## config.mk

```make
export PLATFORM = sky130hd
export DESIGN_NAME = irq_ctrl
export DESIGN_NICKNAME = d
export VERILOG_FILES = /design/src/irqc_pkg.sv /design/src/evt_if.sv /design/src/irq_ctrl.sv /design/src/pin_event_detect.sv
export SDC_FILE = /design/constraint.sdc
export NUM_CORES = 1
export LEC_CHECK = 0
export ABC_AREA = 0
export BUFFER_PORTS_ARGS = -buffer_cell sky130_fd_sc_hd__buf_2
export CAP_MARGIN = 25
export CORE_ASPECT_RATIO = 0.7
export CORE_UTILIZATION = 42
export DETAILED_ROUTE_END_ITERATION = 10
export MAX_ROUTING_LAYER = met4
export PLACE_DENSITY = 0.79
export SLEW_MARGIN = 20
export SYNTH_ARGS = -nofsm -noshare
export SYNTH_HDL_FRONTEND = slang
export SYNTH_SLANG_ARGS = --single-unit
```

## constraint.sdc

```tcl
create_clock -name aclk -period 1.8 [get_ports aclk]
set_clock_uncertainty 0.2 [all_clocks]
set_input_delay 0.18 -clock aclk [delete_from_list [all_inputs] [get_ports aclk]]
set_output_delay 0.18 -clock aclk [all_outputs]
set_load 0.02 [all_outputs]
```

## src/irqc_pkg.sv

```systemverilog
// constants for the four-source interrupt controller
package irqc_pkg;
  // register indices as printed; byte address is four times the index
  localparam logic [11:0] IDX_CTRL = 12'h00b;
  localparam logic [11:0] IDX_PFLAG = 12'h00c;
  localparam logic [11:0] IDX_PEN = 12'h08c;
  localparam logic [11:0] ADDR_CTRL = {IDX_CTRL[9:0], 2'b00};
  localparam logic [11:0] ADDR_PFLAG = {IDX_PFLAG[9:0], 2'b00};
  localparam logic [11:0] ADDR_PEN = {IDX_PEN[9:0], 2'b00};
  // irq_control bit positions
  localparam int B_GIE = 7;
  localparam int B_PGATE = 6;
  localparam int B_TMR_EN = 5;
  localparam int B_EDGE_EN = 4;
  localparam int B_PORT_EN = 3;
  localparam int B_TMR_F = 2;
  localparam int B_EDGE_F = 1;
  localparam int B_PORT_F = 0;
  // comparator bit in peripheral flag and enable registers
  localparam int B_CMP = 6;
  localparam logic [7:0] CTRL_RST = 8'h00;
  localparam logic [7:0] PFLAG_RST = 8'h00;
  localparam logic [7:0] PEN_RST = 8'h00;
  localparam logic [7:0] PERIPH_MASK = 8'h40;
  localparam logic [12:0] VECTOR_ADDR = 13'h0004;
  // quarter phases of one instruction cycle
  localparam logic [1:0] Q_READ = 2'h1;
  localparam logic [1:0] Q_LAST = 2'h3;
  localparam logic [1:0] RESP_OKAY = 2'h0;
  localparam logic [1:0] RESP_SLVERR = 2'h2;
  typedef enum logic [2:0] {ST_RUN, ST_SLEEP, ST_WAKE, ST_DUMMY1, ST_DUMMY2} core_state_e;
endpackage

```

## src/evt_if.sv

```systemverilog
// event detector carrier between controller and pin detector
`timescale 1ns/1ns
interface evt_if;
  logic pin;
  logic polarity;
  logic [3:0] port;
  logic rd_q2;
  logic edge_evt;
  logic port_evt;
  modport det (input pin, polarity, port, rd_q2, output edge_evt, port_evt);
  modport ctl (output pin, polarity, port, rd_q2, input edge_evt, port_evt);
endinterface

```

## src/irq_ctrl.sv

```systemverilog
// four-source interrupt controller with register slave
// Summary of operation
// RULE_01 - four sources: edge pin, timer rollover, upper port change, comparator
// RULE_02 - control bit 7 is global enable; clear blocks every vector branch
// RULE_03 - every reset clears the global enable
// RULE_04 - return-from-service instruction sets the global enable
// RULE_05 - acceptance clears global enable, pushes return address, loads vector 0004h
// RULE_06 - external event to vector takes three or four instruction cycles
// RULE_07 - each flag sets on its event regardless of any enable
// RULE_08 - clearing global enable forces a no-op cycle; pending requests stay pending
// RULE_09 - edge pin triggers rising when polarity select is one, else falling
// RULE_10 - edge sets control bit 1; enable at control bit 4 gates it
// RULE_11 - edge pin wakes from sleep only if enabled at sleep entry
// RULE_12 - timer rollover sets control bit 2; enable at bit 5 gates it
// RULE_13 - change on upper port pins sets bit 0; enable at bit 3
// RULE_14 - port change coinciding with a port read at Q2 may be missed
// RULE_15 - comparator sets peripheral flag bit 6, gated by enable and peripheral gate
// RULE_16 - comparator wake leaves flag bit 6 set; other wakes leave it unchanged
// RULE_17 - software clears serviced flags before re-enabling interrupts
// RULE_18 - only the return address is saved on entry
// RULE_19 - wake from sleep with global enable set then branches to vector
// RULE_20 - enabled source wakes sleep regardless of global enable
// RULE_21 - core request: global enable and any enabled flag or gated peripheral
`timescale 1ns/1ns
module irq_ctrl
  import irqc_pkg::*;
(
  input wire logic aclk, // 10 MHz clock
  input wire logic aresetn, // sync reset, low
  input wire logic [11:0] s_axi_awaddr, // write address
  input wire logic s_axi_awvalid, // write address valid
  output logic s_axi_awready, // write address ready
  input wire logic [31:0] s_axi_wdata, // write data
  input wire logic [3:0] s_axi_wstrb, // write strobes
  input wire logic s_axi_wvalid, // write data valid
  output logic s_axi_wready, // write data ready
  output logic [1:0] s_axi_bresp, // write response
  output logic s_axi_bvalid, // write response valid
  input wire logic s_axi_bready, // write response ready
  input wire logic [11:0] s_axi_araddr, // read address
  input wire logic s_axi_arvalid, // read address valid
  output logic s_axi_arready, // read address ready
  output logic [31:0] s_axi_rdata, // read data
  output logic [1:0] s_axi_rresp, // read response
  output logic s_axi_rvalid, // read valid
  input wire logic s_axi_rready, // read ready
  input wire logic external_edge_pin, // edge interrupt pin
  input wire logic edge_polarity_select, // 1 rising, 0 falling
  input wire logic free_timer_rollover, // timer wrap pulse
  input wire logic [3:0] upper_port, // upper port pins
  input wire logic upper_port_read, // core reads port
  input wire logic comparator_change, // comparator event pulse
  input wire logic return_from_service_instr, // return executed
  input wire logic sleep_instr, // sleep executed
  input wire logic [12:0] return_pc, // address to push
  output logic irq_request, // core request level
  output logic vector_load, // load vector pulse
  output logic [12:0] vector_pc, // vector address
  output logic stack_push, // push pulse
  output logic [12:0] stack_push_pc, // pushed address
  output logic insert_nop, // forced no-op cycle
  output logic asleep, // core in sleep
  output logic wake_pulse, // wake from sleep
  output logic [1:0] quarter // instruction phase
);
  logic [1:0] q_r;
  logic [7:0] ctrl_r;
  logic [7:0] pflag_r;
  logic [7:0] pen_r;
  logic edge_en_sleep_r;
  core_state_e state_r;
  logic nop_arm_r;
  logic nop_cyc_r;
  logic irq_req_r;
  logic vload_r;
  logic [12:0] vpc_r;
  logic push_r;
  logic [12:0] push_pc_r;
  logic wake_r;
  logic aw_hold_r;
  logic [11:0] awaddr_r;
  logic w_hold_r;
  logic [31:0] wdata_r;
  logic [3:0] wstrb_r;
  logic bvalid_r;
  logic [1:0] bresp_r;
  logic rvalid_r;
  logic [31:0] rdata_r;
  logic [1:0] rresp_r;
  logic [7:0] ctrl_nxt;
  logic [7:0] pflag_nxt;

  evt_if ev ();

  pin_event_detect u_det (
    .aclk(aclk),
    .aresetn(aresetn),
    .ev(ev)
  );

  // instruction cycle divider: four quarters, enable on the last
  wire cycle_en = (q_r == Q_LAST);
  assign ev.pin = external_edge_pin;
  assign ev.polarity = edge_polarity_select;
  assign ev.port = upper_port;
  assign ev.rd_q2 = upper_port_read && (q_r == Q_READ);

  // event sources
  wire edge_evt = ev.edge_evt;
  wire port_evt = ev.port_evt;
  wire tmr_evt = free_timer_rollover;
  wire cmp_evt = comparator_change;
  wire [7:0] set_vec = ({7'h00, tmr_evt} << B_TMR_F) // [RULE_01] [RULE_12]
    | ({7'h00, edge_evt} << B_EDGE_F) // [RULE_10]
    | ({7'h00, port_evt} << B_PORT_F); // [RULE_13]

  // register bus decode
  wire wr_fire = aw_hold_r && w_hold_r && !bvalid_r;
  wire wr_lane = wstrb_r[0];
  wire wr_ctrl_hit = (awaddr_r == ADDR_CTRL);
  wire wr_pflag_hit = (awaddr_r == ADDR_PFLAG);
  wire wr_pen_hit = (awaddr_r == ADDR_PEN);
  wire wr_hit = wr_ctrl_hit || wr_pflag_hit || wr_pen_hit;
  wire wr_ctrl = wr_fire && wr_ctrl_hit && wr_lane;
  wire wr_pflag = wr_fire && wr_pflag_hit && wr_lane;
  wire wr_pen = wr_fire && wr_pen_hit && wr_lane;
  wire ar_fire = s_axi_arvalid && !rvalid_r;
  wire rd_ctrl_hit = (s_axi_araddr == ADDR_CTRL);
  wire rd_pflag_hit = (s_axi_araddr == ADDR_PFLAG);
  wire rd_pen_hit = (s_axi_araddr == ADDR_PEN);
  wire rd_hit = rd_ctrl_hit || rd_pflag_hit || rd_pen_hit;
  wire [7:0] rd_byte = rd_ctrl_hit ? ctrl_r : rd_pflag_hit ? pflag_r : rd_pen_hit ? pen_r : 8'h00;

  // request and wake conditions
  wire core_src = |(ctrl_r[B_TMR_EN:B_PORT_EN] & ctrl_r[B_TMR_F:B_PORT_F]);
  wire periph_src = |(pflag_r & pen_r & PERIPH_MASK);
  wire irq_req = ctrl_r[B_GIE] && (core_src || (ctrl_r[B_PGATE] && periph_src)); // [RULE_02] [RULE_21]
  wire wake_tmr = ctrl_r[B_TMR_EN] && ctrl_r[B_TMR_F];
  wire wake_port = ctrl_r[B_PORT_EN] && ctrl_r[B_PORT_F];
  wire wake_edge = edge_en_sleep_r && ctrl_r[B_EDGE_EN] && ctrl_r[B_EDGE_F]; // [RULE_11]
  wire wake_periph = ctrl_r[B_PGATE] && periph_src;
  wire wake_any = wake_tmr || wake_port || wake_edge || wake_periph; // [RULE_20]
  wire nop_block = nop_arm_r || nop_cyc_r;
  wire take_start = cycle_en && (state_r == ST_RUN) && irq_req && !nop_block; // [RULE_08]
  wire take_done = cycle_en && (state_r == ST_DUMMY2);
  wire sleep_go = sleep_instr && (state_r == ST_RUN) && !take_start;
  wire wake_go = cycle_en && (state_r == ST_SLEEP) && wake_any;
  wire sw_gie_clr = wr_ctrl && ctrl_r[B_GIE] && !wdata_r[B_GIE];
  wire [7:0] ctrl_base = wr_ctrl ? wdata_r[7:0] : ctrl_r;
  wire gie_nxt = take_start ? 1'b0 // [RULE_05]
    : return_from_service_instr ? 1'b1 // [RULE_04]
    : ctrl_base[B_GIE];

  // hardware set wins over a software clear in the same cycle
  always_comb begin
    ctrl_nxt = ctrl_base | set_vec; // [RULE_07]
    ctrl_nxt[B_GIE] = gie_nxt;
    pflag_nxt = wr_pflag ? (wdata_r[7:0] & PERIPH_MASK) : pflag_r;
    pflag_nxt[B_CMP] = pflag_nxt[B_CMP] || cmp_evt; // [RULE_15] [RULE_16]
  end

  assign s_axi_awready = !aw_hold_r && !bvalid_r;
  assign s_axi_wready = !w_hold_r && !bvalid_r;
  assign s_axi_bvalid = bvalid_r;
  assign s_axi_bresp = bresp_r;
  assign s_axi_arready = !rvalid_r;
  assign s_axi_rvalid = rvalid_r;
  assign s_axi_rdata = rdata_r;
  assign s_axi_rresp = rresp_r;
  assign irq_request = irq_req_r;
  assign vector_load = vload_r;
  assign vector_pc = vpc_r;
  assign stack_push = push_r;
  assign stack_push_pc = push_pc_r;
  assign insert_nop = nop_cyc_r;
  assign asleep = (state_r == ST_SLEEP);
  assign wake_pulse = wake_r;
  assign quarter = q_r;

  always_ff @(posedge aclk) begin
    if (!aresetn) begin
      q_r <= 2'h0;
      ctrl_r <= CTRL_RST; // [RULE_03]
      pflag_r <= PFLAG_RST;
      pen_r <= PEN_RST;
    end else begin
      q_r <= q_r + 2'h1;
      ctrl_r <= ctrl_nxt;
      pflag_r <= pflag_nxt;
      pen_r <= wr_pen ? (wdata_r[7:0] & PERIPH_MASK) : pen_r; // [RULE_15]
    end
  end

  // write channel: address and data taken in either order
  always_ff @(posedge aclk) begin
    if (!aresetn) begin
      aw_hold_r <= 1'b0;
      awaddr_r <= 12'h000;
      w_hold_r <= 1'b0;
      wdata_r <= 32'h00000000;
      wstrb_r <= 4'h0;
      bvalid_r <= 1'b0;
      bresp_r <= RESP_OKAY;
    end else begin
      if (s_axi_awvalid && s_axi_awready) begin
        aw_hold_r <= 1'b1;
        awaddr_r <= s_axi_awaddr;
      end
      if (s_axi_wvalid && s_axi_wready) begin
        w_hold_r <= 1'b1;
        wdata_r <= s_axi_wdata;
        wstrb_r <= s_axi_wstrb;
      end
      if (wr_fire) begin
        aw_hold_r <= 1'b0;
        w_hold_r <= 1'b0;
        bvalid_r <= 1'b1;
        bresp_r <= wr_hit ? RESP_OKAY : RESP_SLVERR;
      end else if (bvalid_r && s_axi_bready) begin
        bvalid_r <= 1'b0;
      end
    end
  end

  always_ff @(posedge aclk) begin
    if (!aresetn) begin
      rvalid_r <= 1'b0;
      rdata_r <= 32'h00000000;
      rresp_r <= RESP_OKAY;
    end else if (ar_fire) begin
      rvalid_r <= 1'b1;
      rdata_r <= {24'h000000, rd_byte};
      rresp_r <= rd_hit ? RESP_OKAY : RESP_SLVERR;
    end else if (rvalid_r && s_axi_rready) begin
      rvalid_r <= 1'b0;
    end
  end

  // core sequencing: accept, two dummy cycles, then vector
  always_ff @(posedge aclk) begin
    if (!aresetn) begin
      state_r <= ST_RUN;
      edge_en_sleep_r <= 1'b0;
    end else begin
      case (state_r)
        ST_RUN: begin
          if (take_start) begin
            state_r <= ST_DUMMY1; // [RULE_06]
          end else if (sleep_go) begin
            state_r <= ST_SLEEP;
            edge_en_sleep_r <= ctrl_r[B_EDGE_EN]; // [RULE_11]
          end
        end
        ST_SLEEP: begin
          if (wake_go) begin
            state_r <= ST_WAKE;
          end
        end
        ST_WAKE: begin
          // executes the prefetched instruction, then may vector
          if (cycle_en) begin
            state_r <= ST_RUN; // [RULE_19]
          end
        end
        ST_DUMMY1: begin
          if (cycle_en) begin
            state_r <= ST_DUMMY2;
          end
        end
        ST_DUMMY2: begin
          if (cycle_en) begin
            state_r <= ST_RUN;
          end
        end
        default: begin
          state_r <= ST_RUN;
        end
      endcase
    end
  end

  always_ff @(posedge aclk) begin
    if (!aresetn) begin
      vload_r <= 1'b0;
      vpc_r <= 13'h0000;
      push_r <= 1'b0;
      push_pc_r <= 13'h0000;
      wake_r <= 1'b0;
      irq_req_r <= 1'b0;
    end else begin
      vload_r <= take_done; // [RULE_05]
      push_r <= take_done;
      wake_r <= wake_go; // [RULE_20]
      irq_req_r <= irq_req;
      if (take_done) begin
        vpc_r <= VECTOR_ADDR;
        push_pc_r <= return_pc; // [RULE_18]
      end
    end
  end

  // forced no-op after software clears the global enable
  always_ff @(posedge aclk) begin
    if (!aresetn) begin
      nop_arm_r <= 1'b0;
      nop_cyc_r <= 1'b0;
    end else if (cycle_en) begin
      nop_arm_r <= 1'b0;
      nop_cyc_r <= nop_arm_r || sw_gie_clr; // [RULE_08]
    end else if (sw_gie_clr) begin
      nop_arm_r <= 1'b1;
    end
  end

  a_gie_after_reset: assert property (@(posedge aclk) $rose(aresetn) |-> !ctrl_r[B_GIE]) // [RULE_03]
    else $error("global enable set after reset");
  a_return_from_service_instr_sets_gie: assert property (@(posedge aclk) disable iff (!aresetn) // [RULE_04]
    return_from_service_instr && !take_start |=> ctrl_r[B_GIE])
    else $error("return did not set global enable");
  a_take_clears_gie: assert property (@(posedge aclk) disable iff (!aresetn) // [RULE_05]
    take_start |=> !ctrl_r[B_GIE] ##8 (vload_r && push_r && vpc_r == VECTOR_ADDR))
    else $error("vector entry sequence wrong");
  a_edge_flag_set: assert property (@(posedge aclk) disable iff (!aresetn) // [RULE_10]
    edge_evt |=> ctrl_r[B_EDGE_F])
    else $error("edge flag not set");
  a_timer_flag_set: assert property (@(posedge aclk) disable iff (!aresetn) // [RULE_12]
    tmr_evt |=> ctrl_r[B_TMR_F])
    else $error("timer flag not set");
  a_port_flag_set: assert property (@(posedge aclk) disable iff (!aresetn) // [RULE_13]
    port_evt |=> ctrl_r[B_PORT_F])
    else $error("port flag not set");
  a_cmp_flag_set: assert property (@(posedge aclk) disable iff (!aresetn) // [RULE_15]
    cmp_evt |=> pflag_r[B_CMP])
    else $error("comparator flag not set");
  a_gie_gates_req: assert property (@(posedge aclk) disable iff (!aresetn) // [RULE_02]
    !ctrl_r[B_GIE] |-> !irq_req && !take_start)
    else $error("request without global enable");
  a_nop_blocks_take: assert property (@(posedge aclk) disable iff (!aresetn) // [RULE_08]
    sw_gie_clr |=> !take_start [*4])
    else $error("interrupt taken in no-op cycle");
  a_wake_from_sleep: assert property (@(posedge aclk) disable iff (!aresetn) // [RULE_20]
    wake_go |=> wake_r && state_r == ST_WAKE)
    else $error("no wake from sleep");
  c_take: cover property (@(posedge aclk) disable iff (!aresetn) take_start ##9 vload_r);
  c_wake: cover property (@(posedge aclk) disable iff (!aresetn) wake_go);
  c_nop: cover property (@(posedge aclk) disable iff (!aresetn) nop_cyc_r && irq_req);
endmodule

```

## src/pin_event_detect.sv

```systemverilog
// edge pin and upper port change detection
`timescale 1ns/1ns
module pin_event_detect
  import irqc_pkg::*;
(
  input wire logic aclk, // clock
  input wire logic aresetn, // sync reset, low
  evt_if.det ev // pin events
);
  logic pin_prev_r;
  logic [3:0] port_latch_r;
  wire rise = ev.pin && !pin_prev_r;
  wire fall = !ev.pin && pin_prev_r;

  assign ev.edge_evt = ev.polarity ? rise : fall; // [RULE_09]
  // latch follows port on a read; a change at that instant is lost
  assign ev.port_evt = (ev.port != port_latch_r) && !ev.rd_q2; // [RULE_13] [RULE_14]

  always_ff @(posedge aclk) begin
    if (!aresetn) begin
      pin_prev_r <= ev.pin;
      port_latch_r <= ev.port;
    end else begin
      pin_prev_r <= ev.pin;
      if (ev.rd_q2) begin
        port_latch_r <= ev.port; // [RULE_14]
      end
    end
  end
endmodule

```

# Yosys cells after proc, flatten, opt, wreduce, memory -nomap -nowiden
# Cells that the tools add are included.
# classes
n_lt_le_gt_ge	0
n_eq_ne	18
div	0
mul	0
add_sub_neg	1
bitwise	7
reduce_logical	66
shifts	0
mux	21
# ops
operator	count
$eq A12 B6 Y1 const B	4
$logic_and A1 B1 Y1	35
$eq A12 B10 Y1 const B	2
$mux W7	3
$mux W8	2
$mux W3	5
$pmux W3 S4	1
$logic_or A1 B1 Y1	11
$logic_not A1 Y1	10
$mux W4	2
$reduce_or A2 Y1	4
$and A7 B7 Y7	1
$or A7 B3 Y7	1
$eq A3 B2 Y1 const B	2
$mux W1	6
$ne A2 B1 Y1 const B	3
$mux W2	2
$ne A4 B4 Y1	1
$reduce_and A4 Y1	1
$reduce_bool A2 Y1	2
$and A3 B3 Y3	1
$eq A3 B1 Y1 const B	1
$eq A3 B3 Y1 const B	1
$logic_not A3 Y1	1
other kinds (10)	11
# totals
regBits	77
latchBits	0
output_inout_bits	75
mem_bits_ro	0
mem_count	0
word_cells	139
mem_bits_rw	0
input_bits	91

# Logic depth before layout (Yosys ltp)
# depth
depth_word	11
depth_mapped	6
mapped_depth_nobuf	5

# By module
# Synthesis repeated with hierarchy kept, for this count alone.
# hier_totals
cells_unflattened	376
area_unflattened_um2	3443.3
# modules_own_cells
mod	seq_area_each_um2	area_each_um2	cells_each	instances
irq_ctrl	1401.3	3234.4	362	1
pin_event_detect	140.1	209.0	14	1

# Worst setup path before layout
# Ideal clock, no wire load.
# synth_path
kind	reg2reg
from	register state_r[0]
to	register state_r[0]
path_slack_ns	-0.150
synth_period_minus_slack_ns	1.950
path_stages_with_launch	5
path_buffers	0
setup_time_ns	0.116
arrival_time_ns	1.634
t_required_ns	1.484
path_cell_list	dfxtp_1 > nor3b_1 > nand4_1 > o311a_1 > o211a_1
# synth_via
word_cells_on_any_way	21
cone_classes	eq/ne (8); mux (2); reduce/logical (11)
# synth_lines
element	line_no	rtl
start: declaration	irq_ctrl.sv:71	core_state_e state_r;
start signal: assignment	irq_ctrl.sv:242	state_r <= ST_RUN;
start signal: assignment	irq_ctrl.sv:248	state_r <= ST_DUMMY1;
start signal: assignment	irq_ctrl.sv:250	state_r <= ST_SLEEP;
$eq A3 B1 Y1 *	n/a	
via asleep	irq_ctrl.sv:62	output logic asleep,
$logic_and A1 B1 Y1 (2 in series)	irq_ctrl.sv:147	wire wake_go = cycle_en && (state_r == ST_SLEEP) && wake_any;
$ne A2 B1 Y1 (no line)	n/a	
$reduce_and A4 Y1 (no line)	n/a	
# The timed path passes the listed nets; every way through them passes the cells marked *.
# A chain may end at the register's enable or synchronous reset.

# Worst setup path in the final report
# layout_path
from	register state_r[1]
to	register edge_en_sleep_r
# layout_via
elab_chain_len	7
word_cells_on_any_way	9
cone_classes	bitwise (1); reduce/logical (8)
# layout_lines
element	line_no	rtl
$logic_not A3 Y1 *	irq_ctrl.sv:144, irq_ctrl.sv:146, irq_ctrl.sv:245	
$logic_and A1 B1 Y1 (3 in series)	irq_ctrl.sv:144	wire take_start = cycle_en && (state_r == ST_RUN) && irq_req && !nop_block;
$logic_not A1 Y1	irq_ctrl.sv:146	wire sleep_go = sleep_instr && (state_r == ST_RUN) && !take_start;
$logic_and A1 B1 Y1	irq_ctrl.sv:146	
$reduce_and A3 Y1 (no line) *	n/a	
end signal: assignment	irq_ctrl.sv:251	edge_en_sleep_r <= ctrl_r[B_EDGE_EN];
end: declaration	irq_ctrl.sv:70	logic edge_en_sleep_r;
# Mark *: on every way between the ends. The rest lies on a longest branch, timed or not.

==> results.cfg <==
[critical_path]
reg2reg_to = edge_en_sleep_r
critPathKind = register to register
critPathCapture = edge_en_sleep_r
critical_path.max_fanout = 4
r2r_slack_ps = 50
arrival_ps = 1800
cp_top_family = simple AND/OR/NAND/NOR gates
required_ps = 1850
path_depth = 4
cp-start-kind = register
critPathBufInv = 0
reg2regPathDepth = 4
r2r_start = state_r[1]
cp-startpoint = state_r[1]
cp-end-kind = register
max_stage_delay_ps = 410
cp_slowest_cell = a311o_1
crit_path_cell_trace = or3_4, a311o_1, nand4b_2, mux2i_1

[finish]
layout_common_cells = buf_2, nand2_1, dfxtp_1
postLayoutCoreUtil = 0.596
antenna_cells = 0
drive_gt1_frac = 0.262
layout_commonest_cell = buf_2
stdcell_count = 635
nets = 622
area_delta_synth_final_pct = 36.9

[floorplan]
row_count = 27
die_w_um = 110
die_area_mm2 = 0.00857
io_pins = 166
die_y_um = 77.7
start_util = 0.435
core_area_mm2 = 0.00791

[sta]
setup_viol = 0
timing.hold.ws_ps = 35.4
finalCritPeriodShare = 0.973
fmax_mhz = 571
period_needed_ps = 1750
hold_viol_final = 0
drv_slew = 0
tns_ps = 0
setup_ws_ps = 49.5

[power]
p_int_mw = 3.16
seqPwrFrac = 0.432
p_per_area_mw_per_mm2 = 898
switching_share = 0.253
p_leak_nw = 2.10
peakVddDrop_mv = 0.584
p_sw_mw = 1.07
combPwrFrac = 0.167
clock_power_share = 0.401

[clocking]
clockBufferDepth = 2
htreeDepth = 3
clkTransAtPathRegs_ps = 50
cts_sinks = 75
numCtsBuffers = 9
worstSkewPairLatency_ps = 330
cts_tree = done
root_buffer = clkbuf_16

[routing]
ant_nets = 0
top_layer = met4
firstDrtPassIters = 5
wl_met1_um = 3530
wl_per_cell_um = 12.7
wl_met2_um = 3950
drc = 0
met3_length_um = 530
routed_wl_um = 8060
vias = 3027
vias_per_cell = 4.77
first_iter_violations = 139

[global_route]
track_usage = 0.201
grt_pass1_vias = 2846
grt_pass1_wl_um = 12800
antenna_found_initial = 0
grt_max_degree = 27
grt-ovfl-total = 0

[yosys]
synth_cell_types = 52
synth_top_area_share = 0.413
synth_top_area_cell = dfxtp_1
synth_edf_count = 4
avgSynthCellArea_um2 = 9.15
yosys_warnings = 0
synth_cells = 376
synth_seq_area_share = 0.448
synth_ff_type = dfxtp_1
async_flop_share = 0
synth-seq-cells = 75
yosys-top-cells-area = dfxtp_1, nand2_1, a21boi_0
synthesis.area_mm2 = 0.00344

[place]
dpl.hpwl_um = 5340
placed_cells = 570
place_ws_ps = 44.8
place.gp.congestion = 0.778
io_buffers = 100

[run_status]
status = complete, no violations

[run]
drv_cap = 0

[min_path]
holdCritPathClass = primary input to register
worst register-to-register path, cell delays in order (launching register included):
cell,delay [ps]
dfxtp_1,310
or3_4,400
a311o_1,410
nand4b_2,140
mux2i_1,210
repair_timing:
item                                    4_1_cts  5_1_grt
endpoints found under the setup margin        0        7
gates resized for setup                       0        2
hold endpoints to repair                     45        0
hold buffers                                 46        0
setup buffers                                 0        3
final cells by class:
cell class	instances	area, µm²
clock buffers	13	240
well taps	101	126
flip-flops and latches	75	1540
inverters	5	18.8
repair buffers	161	1090
fillers	686	3190
multi-input cells	277	1660
clock inverters	3	40.0
kinds of logic after synthesis:
group / after synthesis / share of synthesized area
simple gates: 151 / 0.233
flops: 75 / 0.448
compound gates: 74 / 0.165
buf+inv: 61 / 0.112
mux: 8 / 0.0236
xor+xnor: 4 / 0.0102
fa+ha+maj: 2 / 0.00727
other cells: 1 / 0.00109
Yosys cell counts, types with 2 or more instances:
| cell | n |
|---|---|
| nor3b_1 | 3 |
| edfxtp_1 | 4 |
| a21boi_0 | 39 |
| nor4b_1 | 2 |
| a31oi_1 | 3 |
| ha_1 | 2 |
| o31a_1 | 3 |
| o211a_1 | 3 |
| nand2b_1 | 3 |
| mux2i_1 | 7 |
| and2_1 | 4 |
| and4bb_2 | 2 |
| dfxtp_1 | 71 |
| inv_1 | 5 |
| nor2b_1 | 15 |
| nor2_1 | 10 |
| a22oi_1 | 9 |
| nand4_1 | 2 |
| o311a_1 | 3 |
| a21oi_1 | 2 |
| nand2_1 | 84 |
| clkbuf_1 | 12 |
| o21a_1 | 3 |
| o21ai_0 | 4 |
| nor4_1 | 2 |
| xor2_1 | 4 |
| buf_2 | 3 |
| nand3_1 | 10 |
| buf_4 | 39 |
power by group through the flow:
stage / sequential [mW] / clock, mW / combinational, mW
final: 1.83 / 1.70 / 0.708
after global routing: 1.84 / 1.83 / 0.784
after CTS: 1.82 / 1.74 / 0.692
after detailed placement: 1.86 / 0 / 0.612
after global placement: 1.86 / 0 / 0.599
after floorplan: 1.86 / 0 / 0.469
how the worst min path moves through the flow:
stage,end,startpoint,cells past startpoint
after global placement,u_det.pin_prev_r,external_edge_pin,1
after floorplan,u_det.pin_prev_r,external_edge_pin,0
final,ctrl_r[1],edge_polarity_select,4
after CTS,ctrl_r[1],edge_polarity_select,4
after global routing,ctrl_r[1],edge_polarity_select,4
after detailed placement,u_det.pin_prev_r,external_edge_pin,1
sequential cells by signal, summed over array words and instances (netlist names), 2 cells and up:
signal	count
awaddr_r	12
stack_push_pc	13
quarter	2
s_axi_rdata	8
state_r	3
u_det.port_latch_r	4
wdata_r	8
ctrl_r	8
per-layer routing:
layer  global-route usage  vias to the layer above
met3               0.0639                        6
met2                0.331                       94
met4               0.0553                        0
met5                    -                        -
met1                0.235                     1406
li1                     -                     1521
stage by stage:
stage | power (mW) | instance area (µm²)
after floorplan | 2.33 | 3590
after global placement | 2.45 | 3940
after detailed placement | 2.47 | 3940
after CTS | 4.26 | 4680
after global routing | 4.45 | 4710
final | 4.23 | 4710
(Power assumes the default switching activity.)
